File: src/logic/dpt_pkg.sv
// package of constants for the data page translation block
package dpt_pkg;
    localparam int PAGE_W = 10;
    localparam int EA_W   = 16;
    localparam int XA_W   = PAGE_W + EA_W - 1;
    localparam logic [PAGE_W-1:0] PAGE_RESET = 10'h0001;
    localparam logic [PAGE_W-1:0] PAGE_ZERO  = 10'h0000;
    localparam int EA_MSB = 15;
    localparam int ADDR_ERROR_BIT = 3;
    localparam int TRAP_W = 16;
    // register byte addresses on the bus
    localparam logic [7:0] RPAG_ADDR  = 8'h00;
    localparam logic [7:0] WPAG_ADDR  = 8'h04;
    localparam logic [7:0] TRAP_ADDR  = 8'h08;
    localparam logic [7:0] MASK_ADDR  = 8'h0C;
    localparam logic [1:0] HTRANS_NONSEQ = 2'h2;
    localparam logic [1:0] HTRANS_SEQ    = 2'h3;
endpackage : dpt_pkg

File: src/logic/dpt_top.sv
// data page translation with page registers and address error trap
//
// Behaviour
// - lower half addresses translate regardless of page register contents
// - lower half reachable for indirect as well as direct accesses
// - effective_address_msb zero maps to extended page 0, 0x000000-0x007FFF
// - page 0 never reached via upper window when page select is zero
// - reset loads read and write page selects with one
// - upper window access with zero page raises address error trap
// - software writes of zero to a page select are ignored
// - nonzero pages reached only via upper window with msb one
// - page n upper window maps to extended block n
// - address error sets bit 3 of trap status; zero otherwise
//
// Design decisions made here: the AHB-Lite slave port and the register addresses.
`timescale 1ns/1ps
module dpt_top
    import dpt_pkg::*;
(
    // clock and reset
    input  wire logic                 i_core_clk,
    input  wire logic                 i_reset,
    // core access (indirect flag only tagged, same path)
    input  wire logic                 i_acc_valid,
    input  wire logic                 i_acc_write,
    input  wire logic                 i_acc_indirect,
    input  wire logic [dpt_pkg::EA_W-1:0] i_acc_ea,
    // translated access
    output logic                      o_xacc_valid,
    output logic                      o_xacc_write,
    output logic [dpt_pkg::XA_W-1:0]  o_xacc_addr,
    output logic                      o_addr_error_trap,
    // ahb-lite slave
    input  wire logic                 i_hsel,
    input  wire logic [31:0]          i_haddr,
    input  wire logic [1:0]           i_htrans,
    input  wire logic                 i_hwrite,
    input  wire logic [2:0]           i_hsize,
    input  wire logic [31:0]          i_hwdata,
    input  wire logic                 i_hready,
    output logic [31:0]               o_hrdata,
    output logic                      o_hreadyout,
    output logic                      o_hresp,
    // interrupt
    output logic                      o_irq
);
    import dpt_pkg::*;

    logic [PAGE_W-1:0] read_page_select_q;
    logic [PAGE_W-1:0] write_page_select_q;
    logic [TRAP_W-1:0] trap_status_q;
    logic [TRAP_W-1:0] mask_q;
    logic              wr_pend_q;
    logic [7:0]        wr_addr_q;
    logic              rd_pend_q;
    logic [7:0]        rd_addr_q;
    logic [31:0]       rd_data;
    logic              bus_ok;
    logic              trap_set;
    logic              trap_clr;
    logic [PAGE_W-1:0] data_page_select;
    logic              upper_win;

    function automatic logic [XA_W-1:0] xlate(
        input logic [PAGE_W-1:0] page,
        input logic [EA_W-1:0]   ea
    );
        logic [XA_W-1:0] r;
        r = {XA_W{1'b0}};
        if (ea[EA_MSB])
            r = {page, ea[EA_MSB-1:0]};
        else
            r = {{PAGE_W{1'b0}}, ea[EA_MSB-1:0]};
        return r;
    endfunction : xlate

    assign upper_win = i_acc_ea[EA_MSB];
    // reads use the read page, writes the write page
    assign data_page_select = i_acc_write ? write_page_select_q
                                          : read_page_select_q;
    assign trap_set = i_acc_valid && upper_win
                      && (data_page_select == PAGE_ZERO);

    // translated access is registered; a trapped access is dropped
    always_ff @(posedge i_core_clk) begin
        if (i_reset) begin
            o_xacc_valid <= 1'b0;
            o_xacc_write <= 1'b0;
            o_xacc_addr  <= {XA_W{1'b0}};
            o_addr_error_trap <= 1'b0;
        end else begin
            o_xacc_valid <= i_acc_valid && !trap_set;
            o_xacc_write <= i_acc_write;
            o_xacc_addr  <= xlate(data_page_select, i_acc_ea);
            o_addr_error_trap <= trap_set;
        end
    end

    // ahb-lite: zero wait states, always okay
    assign bus_ok = i_hsel && i_hready
                    && (i_htrans == HTRANS_NONSEQ || i_htrans == HTRANS_SEQ);
    assign o_hreadyout = 1'b1;
    assign o_hresp     = 1'b0;

    always_ff @(posedge i_core_clk) begin
        if (i_reset) begin
            wr_pend_q <= 1'b0;
            rd_pend_q <= 1'b0;
            wr_addr_q <= 8'h00;
            rd_addr_q <= 8'h00;
        end else begin
            wr_pend_q <= bus_ok && i_hwrite;
            rd_pend_q <= bus_ok && !i_hwrite;
            if (bus_ok) begin
                wr_addr_q <= i_haddr[7:0];
                rd_addr_q <= i_haddr[7:0];
            end
        end
    end

    // page registers: a zero write leaves the old page in place
    always_ff @(posedge i_core_clk) begin
        if (i_reset) begin
            read_page_select_q  <= PAGE_RESET;
            write_page_select_q <= PAGE_RESET;
        end else if (wr_pend_q) begin
            if (wr_addr_q == RPAG_ADDR
                && i_hwdata[PAGE_W-1:0] != PAGE_ZERO)
                read_page_select_q <= i_hwdata[PAGE_W-1:0];
            if (wr_addr_q == WPAG_ADDR
                && i_hwdata[PAGE_W-1:0] != PAGE_ZERO)
                write_page_select_q <= i_hwdata[PAGE_W-1:0];
        end
    end

    always_ff @(posedge i_core_clk) begin
        if (i_reset)
            mask_q <= {TRAP_W{1'b0}};
        else if (wr_pend_q && wr_addr_q == MASK_ADDR)
            mask_q <= i_hwdata[TRAP_W-1:0];
    end

    // read of trap status clears it; a same-cycle trap still sets
    assign trap_clr = bus_ok && !i_hwrite && i_haddr[7:0] == TRAP_ADDR;
    always_ff @(posedge i_core_clk) begin
        if (i_reset) begin
            trap_status_q <= {TRAP_W{1'b0}};
        end else begin
            if (trap_clr)
                trap_status_q <= {TRAP_W{1'b0}};
            if (trap_set)
                trap_status_q[ADDR_ERROR_BIT] <= 1'b1;
        end
    end

    always_comb begin
        rd_data = 32'h0000_0000;
        unique case (rd_addr_q)
            RPAG_ADDR: rd_data[PAGE_W-1:0] = read_page_select_q;
            WPAG_ADDR: rd_data[PAGE_W-1:0] = write_page_select_q;
            TRAP_ADDR: rd_data[TRAP_W-1:0] = trap_status_q;
            MASK_ADDR: rd_data[TRAP_W-1:0] = mask_q;
            default:   rd_data = 32'h0000_0000;
        endcase
    end

    // status is cleared in the address phase, so the value is latched then
    logic [TRAP_W-1:0] trap_snap_q;
    always_ff @(posedge i_core_clk) begin
        if (i_reset)
            trap_snap_q <= {TRAP_W{1'b0}};
        else if (trap_clr)
            trap_snap_q <= trap_status_q;
    end

    always_comb begin
        o_hrdata = 32'h0000_0000;
        if (rd_pend_q)
            o_hrdata = (rd_addr_q == TRAP_ADDR)
                       ? {16'h0000, trap_snap_q} : rd_data;
    end

    assign o_irq = |(trap_status_q & mask_q);
endmodule : dpt_top

File: config.mk
export PLATFORM = sky130hd
export DESIGN_NAME = dpt_top
export DESIGN_NICKNAME = d
export VERILOG_FILES = /design/src/logic/dpt_pkg.sv /design/src/logic/dpt_top.sv
export SDC_FILE = /design/constraint.sdc
export NUM_CORES = 1
export LEC_CHECK = 0
export ABC_AREA = 0
export BUFFER_PORTS_ARGS = -buffer_cell sky130_fd_sc_hd__buf_2
export CAP_MARGIN = 20
export CORE_MARGIN = 1
export CORE_UTILIZATION = 46
export CTS_CLUSTER_DIAMETER = 40
export DETAILED_ROUTE_END_ITERATION = 10
export PLACE_DENSITY = 0.8
export SETUP_SLACK_MARGIN = 0.5
export SLEW_MARGIN = 20
export SYNTH_ARGS = -nofsm -noshare
export SYNTH_HDL_FRONTEND = slang
export SYNTH_SLANG_ARGS = --single-unit
File: constraint.sdc
create_clock -name i_core_clk -period 2.01 [get_ports i_core_clk]
set_input_delay 0.402 -clock i_core_clk [delete_from_list [all_inputs] [get_ports i_core_clk]]
set_output_delay 0.402 -clock i_core_clk [all_outputs]
set_load 0.05 [all_outputs]
==> results.yml, run 1 <==
run_status:
  status: "complete, but fails checks"
  violations: "setup timing"
yosys:
  async_flop_share: 0
  synth_top_cells_by_area: "dfxtp_1, mux2i_1, nor2_1"
  syn_inst: 352
  synth_edf_count: 0
  synth.top_cell.area_share: 0.4697
  yosys.area.top_type: "dfxtp_1"
  synth_cell_types: 35
  ys_seq_area_frac: 0.4697
  synth_area_mm2: 0.003239
  ys_ff_latch: 76
  avgSynthCellArea_um2: 9.203
  synth_ff_type: "dfxtp_1"
  ys_warn_count: 0
global_route:
  grt_pass1_wl_mm: 13.37
  grt_pass1_vias: 2832
  track_usage: 0.2388
  grt_remaining_overflow: 0
  antenna_found_initial: 0
  grt_max_degree: 28
critical_path:
  startpoint_type: "flop"
  slowest_stage: "dfxtp_2"
  cpPeakStageDelay_ps: 340
  path_buf_inv: 2
  cp.required_ps: 1610
  cp-end-kind: "output port"
  path_max_fanout: 2
  cp.arrival_ps: 1770
  cp_cell_sequence: "nor4_4 > buf_4 > nand4_1 > a221oi_4 > buf_6"
  critPathKind: "flop to output port"
  crit_family: "simple AND/OR/NAND/NOR gates"
timing:
  period_share: 1.081
  report.final.setup_viol: 16
  fin_crit_ps: 2173
  fmax_mhz: 460.2
  slew_viol_final: 0
  hold_violations: 0
  skew_ps: 5.529
  finalWorstSetupSlack_ps: -163.2
  rsz0062_at_grt: "yes"
floorplanning:
  initial_core_util: 0.4768
  dieArea_mm2: 0.007381
  num_rows: 30
  ios: 156
  coreArea_mm2: 0.006794
  die_x_um: 85.92
  die_h_um: 85.92
clocking:
  clkTransAtPathRegs_ps: 70
  clkSinkCount: 76
  clockRootBuffer: "clkbuf_8"
  numCtsBuffers: 9
  cts_tree: "yes"
  htree_levels: 3
  insertion_delay_ps: 350
  ctsLongestPathBuffers: 2
  cts_hold_buffers: 0
finish:
  synthToLayoutAreaGrowth_pct: 38.86
  multiInputGateArea_mm2: 0.001740
  stdcell_count: 561
  final_common_cell: "buf_2"
  post_route_cells_drive_above_1_share: 0.4237
  n_antenna_cell: 0
  nets: 553
  final_cell_area_mm2: 0.004498
  n_fill_cell: 554
  seq_area_mm2: 0.001531
  final_cell_mix: "buf_2, dfxtp_1, nor2_1"
routing:
  first_pass_iters: 4
  wirelength_mm: 8.536
  wl_per_cell_um: 15.22
  drtIter0Drc: 274
  vias_per_cell: 5.351
  ant_nets: 0
  route.vias.total: 3002
  route.detailed.drc: 0
pwr:
  power.total_mw: 3.084
  pwr-share-clk: 0.379
  switchingPower_mw: 0.8429
  comb_power_share: 0.120
  p_int_mw: 2.241
  leakagePower_nw: 1.801
  p_seq_frac: 0.501
  max-vdd-ir-drop_v: 0.0004714
  p_sw_frac: 0.2733
  powerDensity_mw_per_mm2: 685.7
placed_design:
  placed_cells: 535
  port_buffers: 92
  hpwl_mm: 5.636
  finalWeightedCongestion: 0.8325
  postPlaceCellArea_mm2: 0.003896
hold_path:
  hold_class: "primary input to flop"
flow_run:
  maxCapViolCount: 0
-- metrics by stage --
| step | util | worst slack (ps) | setup TNS, ps | hold slack [ps] |
|---|---|---|---|---|
| 6_report | 0.6621 | -163.2 | -2047 | 246.5 |
| 5_1_grt | 0.6621 | -293.5 | -4075 | 228.8 |
| 4_1_cts | 0.6521 | -198.3 | -2731 | 233.3 |
| 3_5_place_dp | 0.5735 | 69.95 | 0 | 454.8 |
| 3_3_place_gp | 0.5735 | 91.87 | 0 | 443.6 |
| 2_1_floorplan | - | 152.1 | 0 | 436.3 |
-- power groups by stage --
stage          combinational (mW)  sequential [mW]  clock [mW]
6_report                    0.370             1.55        1.17
5_1_grt                     0.392             1.55        1.27
4_1_cts                     0.365             1.55        1.19
3_5_place_dp                0.351             1.58           0
3_3_place_gp                0.345             1.58           0
2_1_floorplan               0.201             1.65           0
-- what timing repair did --
action                                  CTS  global route
resized for setup                        79            25
endpoints found under the setup margin   56            55
cloned                                    5             1
hold endpoints to repair                  0             0
pin swaps                                38             5
buffers inserted                          4             0
-- sequential cells by signal (all words and copies together), names as in the netlist --
signal / count
o_xacc_addr: 25
mask_q: 16
read_page_select_q: 10
write_page_select_q: 10
rd_addr_q: 8
o_addr_error_trap: 1
o_xacc_valid: 1
o_xacc_write: 1
rd_pend_q: 1
trap_snap_q: 1
trap_status_q: 1
wr_pend_q: 1
-- synthesized netlist by cell type, types with 4 or more instances --
master,count
buf_2,7
nor2b_1,17
mux2_2,9
o21ai_0,18
buf_4,19
mux2i_1,30
nand2_1,18
dfxtp_1,76
nor4_1,5
nand4_1,23
nor2_1,48
a21oi_1,28
and3_1,4
and2_1,7
clkbuf_1,10
a22oi_1,9
-- kinds of logic after synthesis --
kind of cell	Yosys count	share of synthesized area
other	2	0.002318
DFF	76	0.4697
muxes	39	0.1240
buffers and inverters	42	0.08652
AOI/OAI and AO/OA	58	0.09965
and+or+nand+nor	135	0.2178
-- final timing paths --
check | startpoint | endpoint | slack (ps) | cells past startpoint
hold reg to reg | rd_addr_q[6]$_SDFFE_PP0N_ | rd_addr_q[6]$_SDFFE_PP0N_ | 460 | 2
setup reg to reg | rd_addr_q[0]$_SDFFE_PP0N_ | mask_q[8]$_SDFFE_PP0P_ | 290 | 7
setup / recovery | rd_addr_q[0]$_SDFFE_PP0N_ | o_hrdata[3] | -160 | 5
hold / removal | i_hwrite | rd_pend_q$_SDFF_PP0_ | 250 | 2
-- routing by layer --
layer  GRT usage  vias to the layer above  share of wire
li1            -                     1418              -
met1      0.2784                     1403           0.39
met2      0.3903                      158           0.49
met3     0.07603                       23          0.088
met4      0.1288                        0          0.031
met5           0                        -              0
-- final cells by class --
cell class	instances	share of cell area
Clock inverter	6	0.01419
Tap cell	96	0.02670
Multi-Input combinational cell	251	0.3869
Sequential cell	76	0.3405
Inverter	1	0.0008345
Clock buffer	10	0.03060
Timing Repair Buffer	121	0.2003
No activity file was read; power rests on OpenSTA's default activity.
==> run 2, diff against run 1 <==
--- a/config.mk
+++ b/config.mk
@@ -13,6 +13,7 @@
 export CTS_CLUSTER_DIAMETER = 40
 export DETAILED_ROUTE_END_ITERATION = 10
 export PLACE_DENSITY = 0.8
+export RECOVER_POWER = 50
 export SETUP_SLACK_MARGIN = 0.5
 export SLEW_MARGIN = 20
 export SYNTH_ARGS = -nofsm -noshare
==> run 2 against run 1 <==
The flow still finishes with violations (setup timing). Critical path depth did not move. Global-route usage unchanged. Non-clock buffer count did not move. Sequential cell count did not move. Fmax increased by 0.11%. Worst hold slack got worse by 0.74 ps. Die area did not move. Combinational power down 1%. Core utilization down 0.37 points. Clock-buffer cell count did not move. Critical path type unchanged. Largest cell class unchanged. Largest power group unchanged.
==> results.yml, run 2 (synthesis results as in run 1) <==
placed_design:
  port_buffers: 92
  postPlaceCellArea_mm2: 0.003896
  finalWeightedCongestion: 0.8325
  hpwl_mm: 5.636
floorplanning:
  num_rows: 30
  initial_core_util: 0.4768
  ios: 156
  die_x_um: 85.92
  dieArea_mm2: 0.007381
  coreArea_mm2: 0.006794
  die_h_um: 85.92
clocking:
  insertion_delay_ps: 360
  cts_tree: "yes"
  htree_levels: 3
  clkTransAtPathRegs_ps: 70
  numCtsBuffers: 9
  ctsLongestPathBuffers: 2
  clockRootBuffer: "clkbuf_8"
  cts_hold_buffers: 0
  clkSinkCount: 76
routing:
  route.vias.total: 3001
  ant_nets: 0
  first_pass_iters: 4
  wirelength_mm: 8.502
  route.detailed.drc: 0
  drtIter0Drc: 262
  wl_per_cell_um: 15.16
  vias_per_cell: 5.349
timing:
  finalWorstSetupSlack_ps: -160.8
  skew_ps: 8.735
  setup-tns-final_ps: -2037
  slew_viol_final: 0
  fin_crit_ps: 2171
  rsz0062_at_grt: "yes"
  max-slew-margin-rel: 0.4435
  worstMarginPinSlew_ps: 834.8
  period_share: 1.080
  report.final.setup_viol: 16
  hold_violations: 0
  fmax_mhz: 460.7
run_status:
  status: "complete, but fails checks"
  violations: "setup timing"
critical_path:
  ff2ff_setup_slack_ps: 280
  startpoint_type: "flop"
  path_max_fanout: 2
  cp-endpoint: "o_hrdata[3]"
  reg2reg_from: "rd_addr_q[0]$_SDFFE_PP0N_"
  critPathKind: "flop to output port"
  cp.arrival_ps: 1770
  cp.required_ps: 1610
  cp-startpoint: "rd_addr_q[0]$_SDFFE_PP0N_"
  cp-end-kind: "output port"
  ff2ff_path_depth: 7
  reg2reg_to: "mask_q[8]$_SDFFE_PP0P_"
pwr:
  power.total_mw: 3.085
  max-vdd-ir-drop_v: 0.0004714
  leakagePower_nw: 1.739
  powerDensity_mw_per_mm2: 689.7
finish:
  final_common_cell: "dfxtp_1"
  biggestRegsByFlops: "o_xacc_addr (25), mask_q (16)"
  n_fill_cell: 569
  nets: 553
  final_cell_area_mm2: 0.004473
  largest_reg_flops: 25
  final_core_util: 0.6584
  final_cell_mix: "dfxtp_1, buf_2, nor2_1"
  post_route_cells_drive_above_1_share: 0.3892
  top_register: "o_xacc_addr"
  n_antenna_cell: 0
  synthToLayoutAreaGrowth_pct: 38.08
global_route:
  grt_remaining_overflow: 0
  grt_pass1_wl_mm: 13.37
  grt_pass1_vias: 2832
  track_usage: 0.2388
  grt_max_degree: 28
  antenna_found_initial: 0
flow_run:
  maxCapViolCount: 0
hold_path:
  hold_class: "primary input to flop"
[run 2: routing by layer]
layer  GRT usage  up-vias  wire length (um)
met5           0        -                 0
met4      0.1288        0               331
met3     0.07603       33               809
met2      0.3903      164              4093
met1      0.2784     1389              3268
li1            -     1415                 -
[run 2: power breakdown]
| part | leakage, nW | internal (mW) | switching (mW) | total, mW |
|---|---|---|---|---|
| sequential | 0.620 | 1.53 | 0.0140 | 1.55 |
| clock | 0.0983 | 0.604 | 0.570 | 1.17 |
| combinational | 1.02 | 0.101 | 0.264 | 0.365 |
| total | 1.74 | 2.24 | 0.848 | 3.09 |
[run 2: stage by stage]
stage | worst slack [ps] | hold WS, ps | std cells
after global placement | 91.87 | 443.6 | 535
after CTS | -198.3 | 233.3 | 560
after floorplan | 152.1 | 436.3 | 368
final | -160.8 | 245.8 | 561
after detailed placement | 69.95 | 454.8 | 535
after global routing | -293.5 | 228.8 | 561
[run 2: how the worst min path moves through the flow]
| stage | startpoint | slack [ps] | end | depth (start not counted) |
|---|---|---|---|---|
| 5_1_grt | i_acc_ea[0] | 230 | o_xacc_addr[0]$_SDFF_PP0_ | 2 |
| 3_5_place_dp | rd_addr_q[6]$_SDFFE_PP0N_ | 450 | rd_addr_q[6]$_SDFFE_PP0N_ | 2 |
| 6_report | i_hwrite | 250 | rd_pend_q$_SDFF_PP0_ | 2 |
| 2_1_floorplan | rd_addr_q[7]$_SDFFE_PP0N_ | 440 | rd_addr_q[7]$_SDFFE_PP0N_ | 2 |
| 4_1_cts | i_acc_ea[4] | 230 | o_xacc_addr[4]$_SDFF_PP0_ | 2 |
| 3_3_place_gp | rd_addr_q[6]$_SDFFE_PP0N_ | 440 | rd_addr_q[6]$_SDFFE_PP0N_ | 2 |
[run 2: area by class of cell]
| cell class | count | area (um^2) | share of cell area |
|---|---|---|---|
| clock buffers | 10 | 137.6 | 0.03077 |
| clock inverters | 6 | 63.81 | 0.01427 |
| inverters | 1 | 3.754 | 0.0008392 |
| multi-input cells | 251 | 1740 | 0.3891 |
| flip-flops and latches | 76 | 1531 | 0.3424 |
| well taps | 96 | 120.1 | 0.02685 |
| repair buffers | 121 | 875.8 | 0.1958 |
[run 2: critical path: stages (launching register included)]
cell and delay, ps:
dfxtp_2 340, nor4_4 320, buf_4 160, nand4_1 140, a221oi_4 260, buf_6 190
[run 2: repair_timing]
action	4_1_cts	5_1_grt
setup buffers	4	0
gates cloned	5	1
pin swaps	38	5
resized for setup	79	25
endpoints found under the setup margin	56	55
